<file path="config.mk">
export PLATFORM = sky130hd
export DESIGN_NAME = pc_card_window_controller
export DESIGN_NICKNAME = d
export VERILOG_FILES = /design/src/verilog/pc_card_window_pkg.sv /design/src/verilog/pc_card_window_controller.sv
export SDC_FILE = /design/constraint.sdc
export NUM_CORES = 2
export LEC_CHECK = 0
export BUFFER_PORTS_ARGS = -buffer_cell sky130_fd_sc_hd__buf_2
export CORE_UTILIZATION = 62
export DETAILED_ROUTE_END_ITERATION = 8
export GPL_TIMING_DRIVEN = 0
export PLACE_DENSITY_LB_ADDON = 0.12
export RECOVER_POWER = 25
export SLEW_MARGIN = 15
export SYNTH_ARGS = -nofsm -noshare
export SYNTH_HDL_FRONTEND = slang
export SYNTH_SLANG_ARGS = --single-unit
</file>
<file path="constraint.sdc">
create_clock -name pclk -period 3.31 [get_ports pclk]
set_input_delay 0.1655 -clock pclk [delete_from_list [all_inputs] [get_ports pclk]]
set_output_delay 0.1655 -clock pclk [all_outputs]
set_load 0.05 [all_outputs]
</file>
<file path="src/verilog/pc_card_window_pkg.sv">
/*
  Constants, indices and carriers of the card window controller.
  Assumes one clock; byte address = index * 4.
*/
package pc_card_window_pkg;

  // ----------------------------------------------------------------
  // register indices
  // ----------------------------------------------------------------
  localparam logic [7:0] IDX_IO_A0_START  = 8'h00;
  localparam logic [7:0] IDX_IO_A0_END    = 8'h01;
  localparam logic [7:0] IDX_IO_A0_UPPER  = 8'h02;
  localparam logic [7:0] IDX_IO_A1_START  = 8'h03;
  localparam logic [7:0] IDX_IO_A1_END    = 8'h04;
  localparam logic [7:0] IDX_IO_A1_UPPER  = 8'h05;
  localparam logic [7:0] IDX_VPP_A_ADDR   = 8'h07;
  localparam logic [7:0] IDX_DATA_WIDTH   = 8'h0a;
  localparam logic [7:0] IDX_B_STATUS     = 8'h0c;
  localparam logic [7:0] IDX_IO_B0_START  = 8'h10;
  localparam logic [7:0] IDX_IO_B0_END    = 8'h11;
  localparam logic [7:0] IDX_IO_B0_UPPER  = 8'h12;
  localparam logic [7:0] IDX_IO_B1_START  = 8'h13;
  localparam logic [7:0] IDX_IO_B1_END    = 8'h14;
  localparam logic [7:0] IDX_IO_B1_UPPER  = 8'h15;
  localparam logic [7:0] IDX_VPP_B_ADDR   = 8'h17;
  localparam logic [7:0] IDX_WIN_A_EXT    = 8'h67;
  localparam logic [7:0] IDX_PAGE_EXT1    = 8'h6c;
  localparam logic [7:0] IDX_PAGE_ADDR    = 8'h6d;
  localparam logic [7:0] IDX_PAGE_EXT2    = 8'h6e;
  localparam logic [7:0] IDX_REG_A_ADDR   = 8'h8a;
  localparam logic [7:0] IDX_REG_B_ADDR   = 8'h9e;
  localparam logic [7:0] IDX_A_STATUS     = 8'ha2;
  localparam logic [7:0] IDX_STATUS_CHG   = 8'ha6;
  localparam logic [7:0] IDX_WIN_A_SOCKET = 8'ha8;
  localparam logic [7:0] IDX_WIN_B_SOCKET = 8'ha9;
  localparam logic [7:0] IDX_UPPER_CTL1   = 8'hb5;
  localparam logic [7:0] IDX_UPPER_CTL2   = 8'hb6;
  localparam logic [7:0] IDX_UPPER_CTL3   = 8'hb7;
  localparam logic [7:0] IDX_SOCKET_CFG   = 8'hc0;
  localparam logic [7:0] IDX_WIN_ENABLE   = 8'hc1;
  localparam logic [7:0] IDX_TIMING       = 8'hc2;
  localparam logic [7:0] IDX_CHG_ENABLE   = 8'hc3;
  localparam logic [7:0] IDX_WIN_A_START  = 8'hc4;
  localparam logic [7:0] IDX_WIN_A_END    = 8'hc5;
  localparam logic [7:0] IDX_WIN_B_START  = 8'hc6;
  localparam logic [7:0] IDX_WIN_B_END    = 8'hc7;
  localparam logic [7:0] IDX_WIN_B_PAGE   = 8'hc8;

  // ----------------------------------------------------------------
  // field positions
  // ----------------------------------------------------------------
  localparam int SOCK_SEL_BIT    = 0;  // window socket select: 0 = A, 1 = B
  localparam int SOCK_ASSIGN_BIT = 1;  // window socket select: window assigned
  localparam int CFG_IO_A_BIT    = 0;  // socket config: socket A is an I/O card
  localparam int CFG_IO_B_BIT    = 1;
  localparam int CFG_IOEN_LSB    = 2;  // four I/O window enables A0 A1 B0 B1
  localparam int TIM_W8_LSB      = 0;  // 3-bit wait count, 8-bit cycles
  localparam int TIM_W16_LSB     = 3;  // 3-bit wait count, 16-bit cycles
  localparam int TIM_DELAY_BIT   = 6;  // command delay for 8-bit cycles
  localparam int PAGE_ADDR_W     = 7;
  localparam int CHG_PER_SOCKET  = 4;  // cd change, rdy rise, bvd1 fall, bvd2 fall
  localparam int CHG_B_LSB       = 4;

  localparam logic [7:0] RESET_ZERO    = 8'h00;
  localparam logic [1:0] SYS_PAGE_HIGH = 2'h0;  // windows decode in low 4 Mbyte

  // ----------------------------------------------------------------
  // carriers
  // ----------------------------------------------------------------
  typedef struct packed {
    logic        mem_rd;
    logic        mem_wr;
    logic        io_rd;
    logic        io_wr;
    logic        byte_high;
    logic [23:0] addr;
    logic [7:0]  data;
  } sys_req_type;

  typedef struct packed {
    logic card_detect;
    logic ready;
    logic write_protect;
    logic bvd1;
    logic bvd2;
  } card_pins_type;

  typedef struct packed {
    logic card_enable_even_n;
    logic card_enable_odd_n;
    logic attribute_select_n;
    logic voltage_select;
  } card_ctl_type;

  typedef enum logic [2:0] {
    ST_IDLE  = 3'b000,
    ST_DELAY = 3'b001,
    ST_CMD   = 3'b010,
    ST_WAIT  = 3'b011,
    ST_DONE  = 3'b100
  } cycle_state_type;

endpackage : pc_card_window_pkg

</file>
<file path="src/verilog/pc_card_window_controller.sv">
/*
  Two-socket PC card window controller: APB registers,
  memory and I/O window decode, card cycle sequencer,
  status latches, VPP and REG pin control.
  Assumes sys_req on pclk, held until sys_ready;
  card pins are asynchronous and synchronised here.
*/

module pc_card_window_controller
  import pc_card_window_pkg::*;
#(
  parameter logic [7:0] CTL_IO_PAGE = 8'h00  // high byte of VPP and REG control addresses
) (
  input  wire logic          pclk,
  input  wire logic          presetn,
  input  wire logic          psel,
  input  wire logic          penable,
  input  wire logic          pwrite,
  input  wire logic [31:0]   paddr,
  input  wire logic [31:0]   pwdata,
  output logic      [31:0]   prdata,
  output logic               pready,
  output logic               pslverr,
  input  wire sys_req_type   sys_req,
  output logic               sys_ready,
  input  wire card_pins_type socket_a_pins,
  input  wire card_pins_type socket_b_pins,
  input  wire logic          shared_card_wait_input_n,
  output card_ctl_type       socket_a_ctl,
  output card_ctl_type       socket_b_ctl,
  output logic      [25:0]   card_addr,
  output logic               mem_rd_n,
  output logic               mem_wr_n,
  output logic               io_rd_n,
  output logic               io_wr_n,
  output logic               status_irq
);

  // ----------------------------------------------------------------
  // register file
  // ----------------------------------------------------------------
  logic [7:0] cfg_reg [0:255];
  logic [7:0] status_change_reg;
  logic [7:0] reg_index;
  logic       apb_access;
  logic       apb_commit;

  function automatic logic is_mapped(input logic [7:0] idx);
    case (idx)
      IDX_IO_A0_START, IDX_IO_A0_END, IDX_IO_A0_UPPER, IDX_IO_A1_START,
      IDX_IO_A1_END, IDX_IO_A1_UPPER, IDX_VPP_A_ADDR, IDX_DATA_WIDTH,
      IDX_B_STATUS, IDX_IO_B0_START, IDX_IO_B0_END, IDX_IO_B0_UPPER,
      IDX_IO_B1_START, IDX_IO_B1_END, IDX_IO_B1_UPPER, IDX_VPP_B_ADDR,
      IDX_WIN_A_EXT, IDX_PAGE_EXT1, IDX_PAGE_ADDR, IDX_PAGE_EXT2,
      IDX_REG_A_ADDR, IDX_REG_B_ADDR, IDX_A_STATUS, IDX_STATUS_CHG,
      IDX_WIN_A_SOCKET, IDX_WIN_B_SOCKET, IDX_UPPER_CTL1, IDX_UPPER_CTL2,
      IDX_UPPER_CTL3, IDX_SOCKET_CFG, IDX_WIN_ENABLE, IDX_TIMING,
      IDX_CHG_ENABLE, IDX_WIN_A_START, IDX_WIN_A_END, IDX_WIN_B_START,
      IDX_WIN_B_END, IDX_WIN_B_PAGE: is_mapped = 1'b1;
      default: is_mapped = 1'b0;
    endcase
  endfunction : is_mapped

  // status registers are not storage
  function automatic logic is_storage(input logic [7:0] idx);
    is_storage = is_mapped(idx) && idx != IDX_A_STATUS && idx != IDX_B_STATUS && idx != IDX_STATUS_CHG;
  endfunction : is_storage

  function automatic logic [7:0] pin_status(input card_pins_type p);
    pin_status = {3'h0, p.bvd2, p.bvd1, p.write_protect, p.ready, p.card_detect};
  endfunction : pin_status

  assign reg_index  = paddr[9:2];
  assign apb_access = psel && penable && !pready;
  // writes land where pready is high
  assign apb_commit = psel && penable && pready;

  logic addr_ok;
  assign addr_ok = (paddr[31:10] == 22'h0) && (paddr[1:0] == 2'h0) && is_mapped(reg_index);

  always_ff @(posedge pclk or negedge presetn) begin
    if (!presetn) begin
      for (int i = 0; i < 256; i++) begin
        cfg_reg[i] <= RESET_ZERO;
      end
    end else if (apb_commit && pwrite && addr_ok && is_storage(reg_index)) begin
      cfg_reg[reg_index] <= pwdata[7:0];
    end
  end

  // ----------------------------------------------------------------
  // pin synchronisers
  // ----------------------------------------------------------------
  card_pins_type pins_a_meta, pins_b_meta, pins_a_sync, pins_b_sync, pins_a_prev, pins_b_prev;
  logic          wait_meta, wait_sync;

  always_ff @(posedge pclk or negedge presetn) begin
    if (!presetn) begin
      pins_a_meta <= '0;
      pins_b_meta <= '0;
      pins_a_sync <= '0;
      pins_b_sync <= '0;
      pins_a_prev <= '0;
      pins_b_prev <= '0;
      wait_meta   <= 1'b1;
      wait_sync   <= 1'b1;
    end else begin
      pins_a_meta <= socket_a_pins;
      pins_b_meta <= socket_b_pins;
      pins_a_sync <= pins_a_meta;
      pins_b_sync <= pins_b_meta;
      pins_a_prev <= pins_a_sync;
      pins_b_prev <= pins_b_sync;
      wait_meta   <= shared_card_wait_input_n;
      wait_sync   <= wait_meta;
    end
  end

  // ----------------------------------------------------------------
  // status change latches
  // ----------------------------------------------------------------
  function automatic logic [CHG_PER_SOCKET-1:0] pin_events(input card_pins_type now, input card_pins_type was);
    pin_events = {was.bvd2 && !now.bvd2, was.bvd1 && !now.bvd1,
                  now.ready && !was.ready, now.card_detect != was.card_detect};
  endfunction : pin_events

  logic [7:0] change_set;
  logic [7:0] change_clear;
  assign change_set   = {pin_events(pins_b_sync, pins_b_prev), pin_events(pins_a_sync, pins_a_prev)};
  assign change_clear = (apb_commit && pwrite && addr_ok && reg_index == IDX_STATUS_CHG) ? pwdata[7:0] : 8'h00;

  always_ff @(posedge pclk or negedge presetn) begin
    if (!presetn) begin
      status_change_reg <= RESET_ZERO;
    end else begin
      // set wins over a same-cycle clear
      status_change_reg <= (status_change_reg & ~change_clear) | change_set;
    end
  end

  always_ff @(posedge pclk or negedge presetn) begin
    if (!presetn) begin
      status_irq <= 1'b0;
    end else begin
      // holds until enabled bits are cleared
      status_irq <= |(status_change_reg & cfg_reg[IDX_CHG_ENABLE]);
    end
  end

  // ----------------------------------------------------------------
  // APB answer
  // ----------------------------------------------------------------
  logic [7:0] read_byte;
  always_comb begin
    case (reg_index)
      IDX_A_STATUS:   read_byte = pin_status(pins_a_sync);
      IDX_B_STATUS:   read_byte = pin_status(pins_b_sync);
      IDX_STATUS_CHG: read_byte = status_change_reg;
      default:        read_byte = cfg_reg[reg_index];
    endcase
  end

  always_ff @(posedge pclk or negedge presetn) begin
    if (!presetn) begin
      pready  <= 1'b0;
      pslverr <= 1'b0;
      prdata  <= 32'h0;
    end else begin
      pready  <= apb_access;
      pslverr <= apb_access && !addr_ok;
      if (apb_access) begin
        prdata <= (addr_ok && !pwrite) ? {24'h0, read_byte} : 32'h0;
      end
    end
  end

  // ----------------------------------------------------------------
  // memory window decode
  // ----------------------------------------------------------------
  logic [7:0] sys_page;
  logic [1:0] mem_win_hit;
  logic [1:0] win_socket;
  logic       sock_is_io [0:1];
  logic       sock_is_16 [0:1];

  assign sys_page      = sys_req.addr[21:14];
  assign sock_is_io[0] = cfg_reg[IDX_SOCKET_CFG][CFG_IO_A_BIT];
  assign sock_is_io[1] = cfg_reg[IDX_SOCKET_CFG][CFG_IO_B_BIT];
  assign sock_is_16[0] = cfg_reg[IDX_DATA_WIDTH][0];
  assign sock_is_16[1] = cfg_reg[IDX_DATA_WIDTH][1];

  generate
    for (genvar w = 0; w < 2; w++) begin : g_mem_win
      logic [7:0] start_idx, end_idx, sel_idx;
      assign start_idx     = w ? IDX_WIN_B_START : IDX_WIN_A_START;
      assign end_idx       = w ? IDX_WIN_B_END : IDX_WIN_A_END;
      assign sel_idx       = w ? IDX_WIN_B_SOCKET : IDX_WIN_A_SOCKET;
      assign win_socket[w] = cfg_reg[sel_idx][SOCK_SEL_BIT];
      // an I/O socket is no memory card
      assign mem_win_hit[w] = sys_req.addr[23:22] == SYS_PAGE_HIGH
                              && sys_page >= cfg_reg[start_idx] && sys_page <= cfg_reg[end_idx]
                              && cfg_reg[IDX_WIN_ENABLE][w] && cfg_reg[sel_idx][SOCK_ASSIGN_BIT]
                              && !sock_is_io[win_socket[w]];
    end
  endgenerate

  // window A wins when both hit
  logic        mem_hit;
  logic        mem_win;
  logic        mem_sock;
  logic [25:0] mem_card_addr;
  assign mem_hit  = |mem_win_hit;
  assign mem_win  = !mem_win_hit[0];
  assign mem_sock = win_socket[mem_win];

  always_comb begin
    if (!mem_win) begin
      mem_card_addr = {cfg_reg[IDX_UPPER_CTL1][1:0], cfg_reg[IDX_PAGE_EXT1][0],
                       cfg_reg[IDX_WIN_A_EXT][1:0], cfg_reg[IDX_PAGE_ADDR][PAGE_ADDR_W-1:0],
                       sys_req.addr[13:0]};
    end else begin
      mem_card_addr = {cfg_reg[IDX_UPPER_CTL1][3:2], cfg_reg[IDX_PAGE_EXT1][1],
                       cfg_reg[IDX_PAGE_EXT2][1:0], cfg_reg[IDX_WIN_B_PAGE][PAGE_ADDR_W-1:0],
                       sys_req.addr[13:0]};
    end
  end

  // ----------------------------------------------------------------
  // I/O window decode
  // ----------------------------------------------------------------
  logic [3:0] io_win_hit;
  generate
    for (genvar k = 0; k < 4; k++) begin : g_io_win
      localparam logic [7:0] BASE = (k < 2) ? IDX_IO_A0_START : IDX_IO_B0_START;
      logic [7:0] lo_idx;
      assign lo_idx = BASE + 8'(3 * (k % 2));
      // shared high byte: no 256-byte crossing
      assign io_win_hit[k] = sys_req.addr[7:0] >= cfg_reg[lo_idx]
                             && sys_req.addr[7:0] <= cfg_reg[lo_idx + 8'h01]
                             && sys_req.addr[15:8] == cfg_reg[lo_idx + 8'h02]
                             && cfg_reg[IDX_SOCKET_CFG][CFG_IOEN_LSB + k]
                             && sock_is_io[k / 2];
    end
  endgenerate

  logic io_hit;
  logic io_sock;
  assign io_hit  = |io_win_hit;
  assign io_sock = !(|io_win_hit[1:0]);

  // ----------------------------------------------------------------
  // VPP and REG control writes
  // ----------------------------------------------------------------
  logic sys_io_wr_prev;
  logic io_wr_start;
  logic vpp_reg [0:1];
  logic reg_state [0:1];
  assign io_wr_start = sys_req.io_wr && !sys_io_wr_prev && sys_req.addr[15:8] == CTL_IO_PAGE;

  always_ff @(posedge pclk or negedge presetn) begin
    if (!presetn) begin
      sys_io_wr_prev <= 1'b0;
    end else begin
      sys_io_wr_prev <= sys_req.io_wr;
    end
  end

  generate
    for (genvar s = 0; s < 2; s++) begin : g_pin_ctl
      always_ff @(posedge pclk or negedge presetn) begin
        if (!presetn) begin
          vpp_reg[s]   <= 1'b0;
          reg_state[s] <= 1'b1;
        end else if (io_wr_start) begin
          if (sys_req.addr[7:0] == cfg_reg[s ? IDX_VPP_B_ADDR : IDX_VPP_A_ADDR]) begin
            vpp_reg[s] <= sys_req.data[0];
          end
          if (sys_req.addr[7:0] == cfg_reg[s ? IDX_REG_B_ADDR : IDX_REG_A_ADDR]) begin
            reg_state[s] <= sys_req.data[0];
          end
        end
      end
    end
  endgenerate

  // ----------------------------------------------------------------
  // card cycle sequencer
  // ----------------------------------------------------------------
  cycle_state_type state_reg;
  logic [2:0]      wait_count_reg;
  logic            cur_sock_reg;
  logic            cur_io_reg;
  logic            cur_write_reg;
  logic            cur_even_reg;
  logic            cur_odd_reg;
  logic            start_req;
  logic            start_sock;
  logic            start_16;

  assign start_req  = (sys_req.mem_rd || sys_req.mem_wr) ? mem_hit : ((sys_req.io_rd || sys_req.io_wr) && io_hit);
  assign start_sock = (sys_req.mem_rd || sys_req.mem_wr) ? mem_sock : io_sock;
  assign start_16   = sock_is_16[start_sock];

  always_ff @(posedge pclk or negedge presetn) begin
    if (!presetn) begin
      state_reg      <= ST_IDLE;
      wait_count_reg <= 3'h0;
      cur_sock_reg   <= 1'b0;
      cur_io_reg     <= 1'b0;
      cur_write_reg  <= 1'b0;
      cur_even_reg   <= 1'b0;
      cur_odd_reg    <= 1'b0;
      card_addr      <= 26'h0;
      sys_ready      <= 1'b0;
    end else begin
      sys_ready <= 1'b0;
      case (state_reg)
        ST_IDLE: begin
          if (start_req) begin
            // memory decode wins over I/O
            cur_sock_reg  <= start_sock;
            cur_io_reg    <= !(sys_req.mem_rd || sys_req.mem_wr);
            cur_write_reg <= sys_req.mem_wr || sys_req.io_wr;
            card_addr     <= (sys_req.mem_rd || sys_req.mem_wr) ? mem_card_addr
                             : {10'h0, sys_req.addr[15:0]};
            // 8-bit: even enable only
            cur_even_reg  <= start_16 ? !sys_req.addr[0] : 1'b1;
            cur_odd_reg   <= start_16 && sys_req.byte_high;
            wait_count_reg <= start_16 ? cfg_reg[IDX_TIMING][TIM_W16_LSB +: 3]
                              : cfg_reg[IDX_TIMING][TIM_W8_LSB +: 3];
            state_reg <= (!start_16 && cfg_reg[IDX_TIMING][TIM_DELAY_BIT]) ? ST_DELAY : ST_CMD;
          end
        end
        ST_DELAY: state_reg <= ST_CMD;
        ST_CMD: begin
          if (wait_count_reg == 3'h0) begin
            state_reg <= ST_WAIT;
          end else begin
            wait_count_reg <= wait_count_reg - 3'h1;
          end
        end
        ST_WAIT: begin
          // low shared wait stretches the command
          if (wait_sync) begin
            state_reg <= ST_DONE;
            sys_ready <= 1'b1;
          end
        end
        ST_DONE: state_reg <= ST_IDLE;
        default: state_reg <= ST_IDLE;
      endcase
    end
  end

  // ----------------------------------------------------------------
  // card pin drive
  // ----------------------------------------------------------------
  logic sel_active;
  logic cmd_active;
  assign sel_active = state_reg == ST_DELAY || state_reg == ST_CMD || state_reg == ST_WAIT;
  assign cmd_active = (state_reg == ST_CMD || state_reg == ST_WAIT);

  always_ff @(posedge pclk or negedge presetn) begin
    if (!presetn) begin
      mem_rd_n <= 1'b1;
      mem_wr_n <= 1'b1;
      io_rd_n  <= 1'b1;
      io_wr_n  <= 1'b1;
    end else begin
      mem_rd_n <= !(cmd_active && !cur_io_reg && !cur_write_reg);
      mem_wr_n <= !(cmd_active && !cur_io_reg && cur_write_reg);
      io_rd_n  <= !(cmd_active && cur_io_reg && !cur_write_reg);
      io_wr_n  <= !(cmd_active && cur_io_reg && cur_write_reg);
    end
  end

  generate
    for (genvar s = 0; s < 2; s++) begin : g_sock_out
      card_ctl_type ctl_next;
      card_ctl_type ctl_reg;
      logic         mine;
      assign mine = sel_active && cur_sock_reg == 1'(s);
      always_comb begin
        ctl_next.card_enable_even_n = !(mine && cur_even_reg);
        ctl_next.card_enable_odd_n  = !(mine && cur_odd_reg);
        // idle sockets keep REG high; I/O forces it low
        ctl_next.attribute_select_n = mine ? (!cur_io_reg && reg_state[s]) : 1'b1;
        ctl_next.voltage_select     = vpp_reg[s];
      end
      always_ff @(posedge pclk or negedge presetn) begin
        if (!presetn) begin
          ctl_reg <= '{card_enable_even_n: 1'b1, card_enable_odd_n: 1'b1,
                       attribute_select_n: 1'b1, voltage_select: 1'b0};
        end else begin
          ctl_reg <= ctl_next;
        end
      end
      if (s == 0) begin : g_a
        assign socket_a_ctl = ctl_reg;
      end else begin : g_b
        assign socket_b_ctl = ctl_reg;
      end
    end
  endgenerate

endmodule : pc_card_window_controller

</file>
==> key figures <==
Timing
  – Period minus WS final: ~3.5 ns
  – Slew headroom: between 10% and 20%
  – Final period utilization: 105%
  – RSZ-0062 raised after global routing: true
  – Slew @ Worst Pin: 1.22 ns
  – Setup ws final: -0.164 ns
  – Final Hold Viols: 0
  – Fin. max-slew vios: 0
  – Finish-stage setup viols: 63
  – Clk_skew: roughly 0.044 ns
  – Fmax: between 0.2 and 0.3 GHz

Synth
  – Netlist Area Pre-Place: between 70,000 and 80,000 um2
  – Post-synth EDFFs: 0
  – Largest cells by area after synthesis: dfrtp_1 62%, mux4_2 17%, clkbuf_1 8.0%
  – Post-synth top flop: dfrtp_1
  – Synth Register Bits: between 1,500 and 2,000
  – Post-synth top area cell: dfrtp_1
  – Post-synthesis sequential area ratio: 62.5%
  – Async SR Flop Fraction: between 90% and 100%
  – Syn. warnings: 0
  – Synth top area share: 62.1%
  – Mapped Cells: between 5,000 and 6,000
  – Syn Area/Cell: ~14 um2
  – Post-synth cell types: 72

Clock network
  – Worst-path clk slew: about 0.060 ns
  – Clk_lat worst skew: roughly 0.85 ns
  – H-tree levels: 4
  – CTS buffer count: around 190
  – Max clock buf depth: 3
  – Clock Tree Root: clkbuf_16
  – CTS tree: built
  – Clock Sinks: slightly below 2,000

Route
  – Drc violations: 28
  – Routed Antenna Nets: 0
  – DRT iter0 DRCs: 4,608
  – Vias/cell: about 5.9
  – Vias post-DR: approximately 46,000
  – DR WL/cell: ~28 um
  – Routed WL: between 200 and 250 mm
  – First-pass iteration count of the detailed router: 9

Floorplan
  – Initial core utilization: ~63%
  – Die H: 356 um
  – Core area: about 120,000 um2
  – Die X: roughly 360 um
  – Die ar.: roughly 130,000 um2
  – Row cnt: between 100 and 150
  – IO Pins: around 190

Cells and area
  – Final net count: between 6,000 and 7,000
  – Most common cell after layout, fill and taps aside: dfrtp_1
  – Most frequent cells in the layout: 1,930 x dfrtp_1, 1,651 x clkbuf_1, 575 x mux4_2
  – Ratio of cells with drive above 1 in the final layout: around a quarter
  – Max reg flops: between 1,500 and 2,000
  – Area grow syn2layout: 14.1%
  – Fin util: 71.6%

Status
  – Failing checks: DRC, setup timing
  – Status: finished, violations left

Power
  – Pleak: roughly 42 nW
  – Peak supply drop: 0.000554 V
  – Pwr Density: 568 nW/um2

Place
  – PortBufs: approximately 120
  – Final GP Congestion: 0.982
  – Post-Place Worst Slack: -1.66 ns
  – Dpl hpwl: 148 mm

Global routing
  – Gr ovfl total: 0
  – First-pass GRT wire length: ~320 mm
  – Initial antenna violation count: 17
  – Largest net degree at the start of global routing: around 160
  – Gr usage total: 35.3%
  – Number of global-route vias before repair: between 40,000 and 50,000

Worst hold path
  – Min-delay worst type: input pin to flop
  – Hold path start: paddr[2]
  – Worst hold path cell count: 4
  – Hold EP: cfg_reg[463]

Flow run
  – MaxCap Viol Count: 0

Worst setup path
  – Crit path DAT: 4.17 ns
  – Slowest cell delay on critical path: ~0.69 ns
  – Cell Chain, Critical Path: buf_2 -> buf_2 -> buf_2 -> buf_2 -> mux4_2 -> mux4_2 -> a2111oi_1 -> nor3_1 -> o211ai_1 -> nand2_1
  – Setup crit end kind: flop
  – CP max-delay cell: a2111oi_1
  – Reg-to-Reg Start: cfg_reg[472]
  – Worst Path Max Fanout: 10
  – Register-to-register setup slack: -0.02 ns
  – Critical path type: input pin to flop
  – Worst setup SP type: input pin
  – R2R depth: 11
  – WP data required: about 4 ns
  – Crit Reg-Reg Endpoint: card_addr[10]
  – Crit-path most repeated cell: buf_2
## repair_timing
action                                 in CTS  in global routing
hold buffers                               53                  0
gates cloned                                1                  4
resized for setup                          77                 78
endpoints found under the hold margin     493                  0
buffers inserted                            7                 11
pin swaps                                   4                  5
setup endpoints to repair                 260                196
## synth_stat cells, types with 5 or more instances
cell type / n
and2_1: 7
o21ai_0: 39
nand3_1: 37
nor2b_1: 24
inv_1: 103
or3_1: 5
xnor2_1: 55
a2111oi_0: 7
o32ai_1: 6
nor2_1: 57
a211oi_1: 8
xor2_1: 11
a22oi_1: 14
ha_1: 98
nand4_1: 29
o22ai_1: 17
dfrtp_1: 1930
nand2b_1: 16
o211ai_1: 14
nor3_1: 31
or2_2: 6
nor4_1: 18
clkbuf_1: 1651
nand2_1: 104
o31ai_1: 13
dfstp_2: 14
buf_4: 37
buf_2: 83
a31oi_1: 6
a21o_1: 10
mux2i_1: 20
mux2_2: 296
mux4_2: 575
buf_1: 24
a21oi_1: 49
## per-stage QoR
step / cell area (um2) / std cells / power [W] / setup TNS (ns) / hold WS [ns]
finish: 88800 / 7700 / 0.0505 / -4.20 / 0.0763
global route: 88800 / 7693 / 0.0518 / -3.11 / 0.0444
CTS: 88400 / 7677 / 0.0503 / 0 / 0.00528
detailed placement: 81000 / 7277 / 0.0280 / -464.07 / 0.184
global placement: 80500 / 7262 / 0.0279 / - / 0.273
floorplan: 77900 / 5510 / 0.0264 / 0 / -0.130
## layer usage
layer	vias up	part of all wire (%)	track usage (%)
li1	18497	-	-
met1	24670	40	50.0
met2	1879	46	52.4
met3	473	8.8	8.63
met4	4	5.3	16.6
met5	-	0.010	0
## how the worst max path moves through the flow
stage,start,depth (start not counted),end,slack [ns]
floorplan,sys_req[22],13,card_addr[10],0.02
detailed placement,paddr[5],8,cfg_reg[1167],-1.66
CTS,paddr[2],10,prdata[1],0.003
finish,paddr[3],10,prdata[1],-0.16
global route,paddr[6],11,cfg_reg[2011],-0.1
global placement,presetn,1,cfg_reg[1697],-38.86
## report_power, final
group	internal, W	leakage (nW)	switching [W]
combinational	0.00127	11.5	0.00268
clock	0.0130	3.19	0.00940
sequential	0.0240	27.0	0.000126
## logic make-up (layout without fill, tap and decap cells)
family	after synthesis	in the layout	share of synthesized area, %
AOI/OAI and AO/OA	222	222	1.94
xor gates and xnor gates	66	66	0.743
adders and majority gates	98	98	1.58
buffers and inverters	1901	2446	9.51
DFF	1944	1944	62.5
muxes	895	895	21.2
other	1	32	0.00482
and+or+nand+nor	360	360	2.44
## area by class of cell
class,instances,area [um2]
Antenna cell,8,20.0
Buffer,1798,7220
Clock buffer,265,5470
Clock inverter,74,993
Fill cell,8058,35300
Inverter,103,390
Multi-Input combinational cell,1665,22100
Sequential cell,1944,48700
Tap cell,1637,2050
Timing Repair Buffer,206,1920
## critical path, delay by kind of cell
kind / cells / cell delay (ns)
buffers and inverters: 4 / 1.73
multiplexers: 2 / 1.09
AO/OA/AOI/OAI: 2 / 0.94
AND/OR/NAND/NOR: 2 / 0.20
Note: power is estimated with default switching activity, not from simulation.
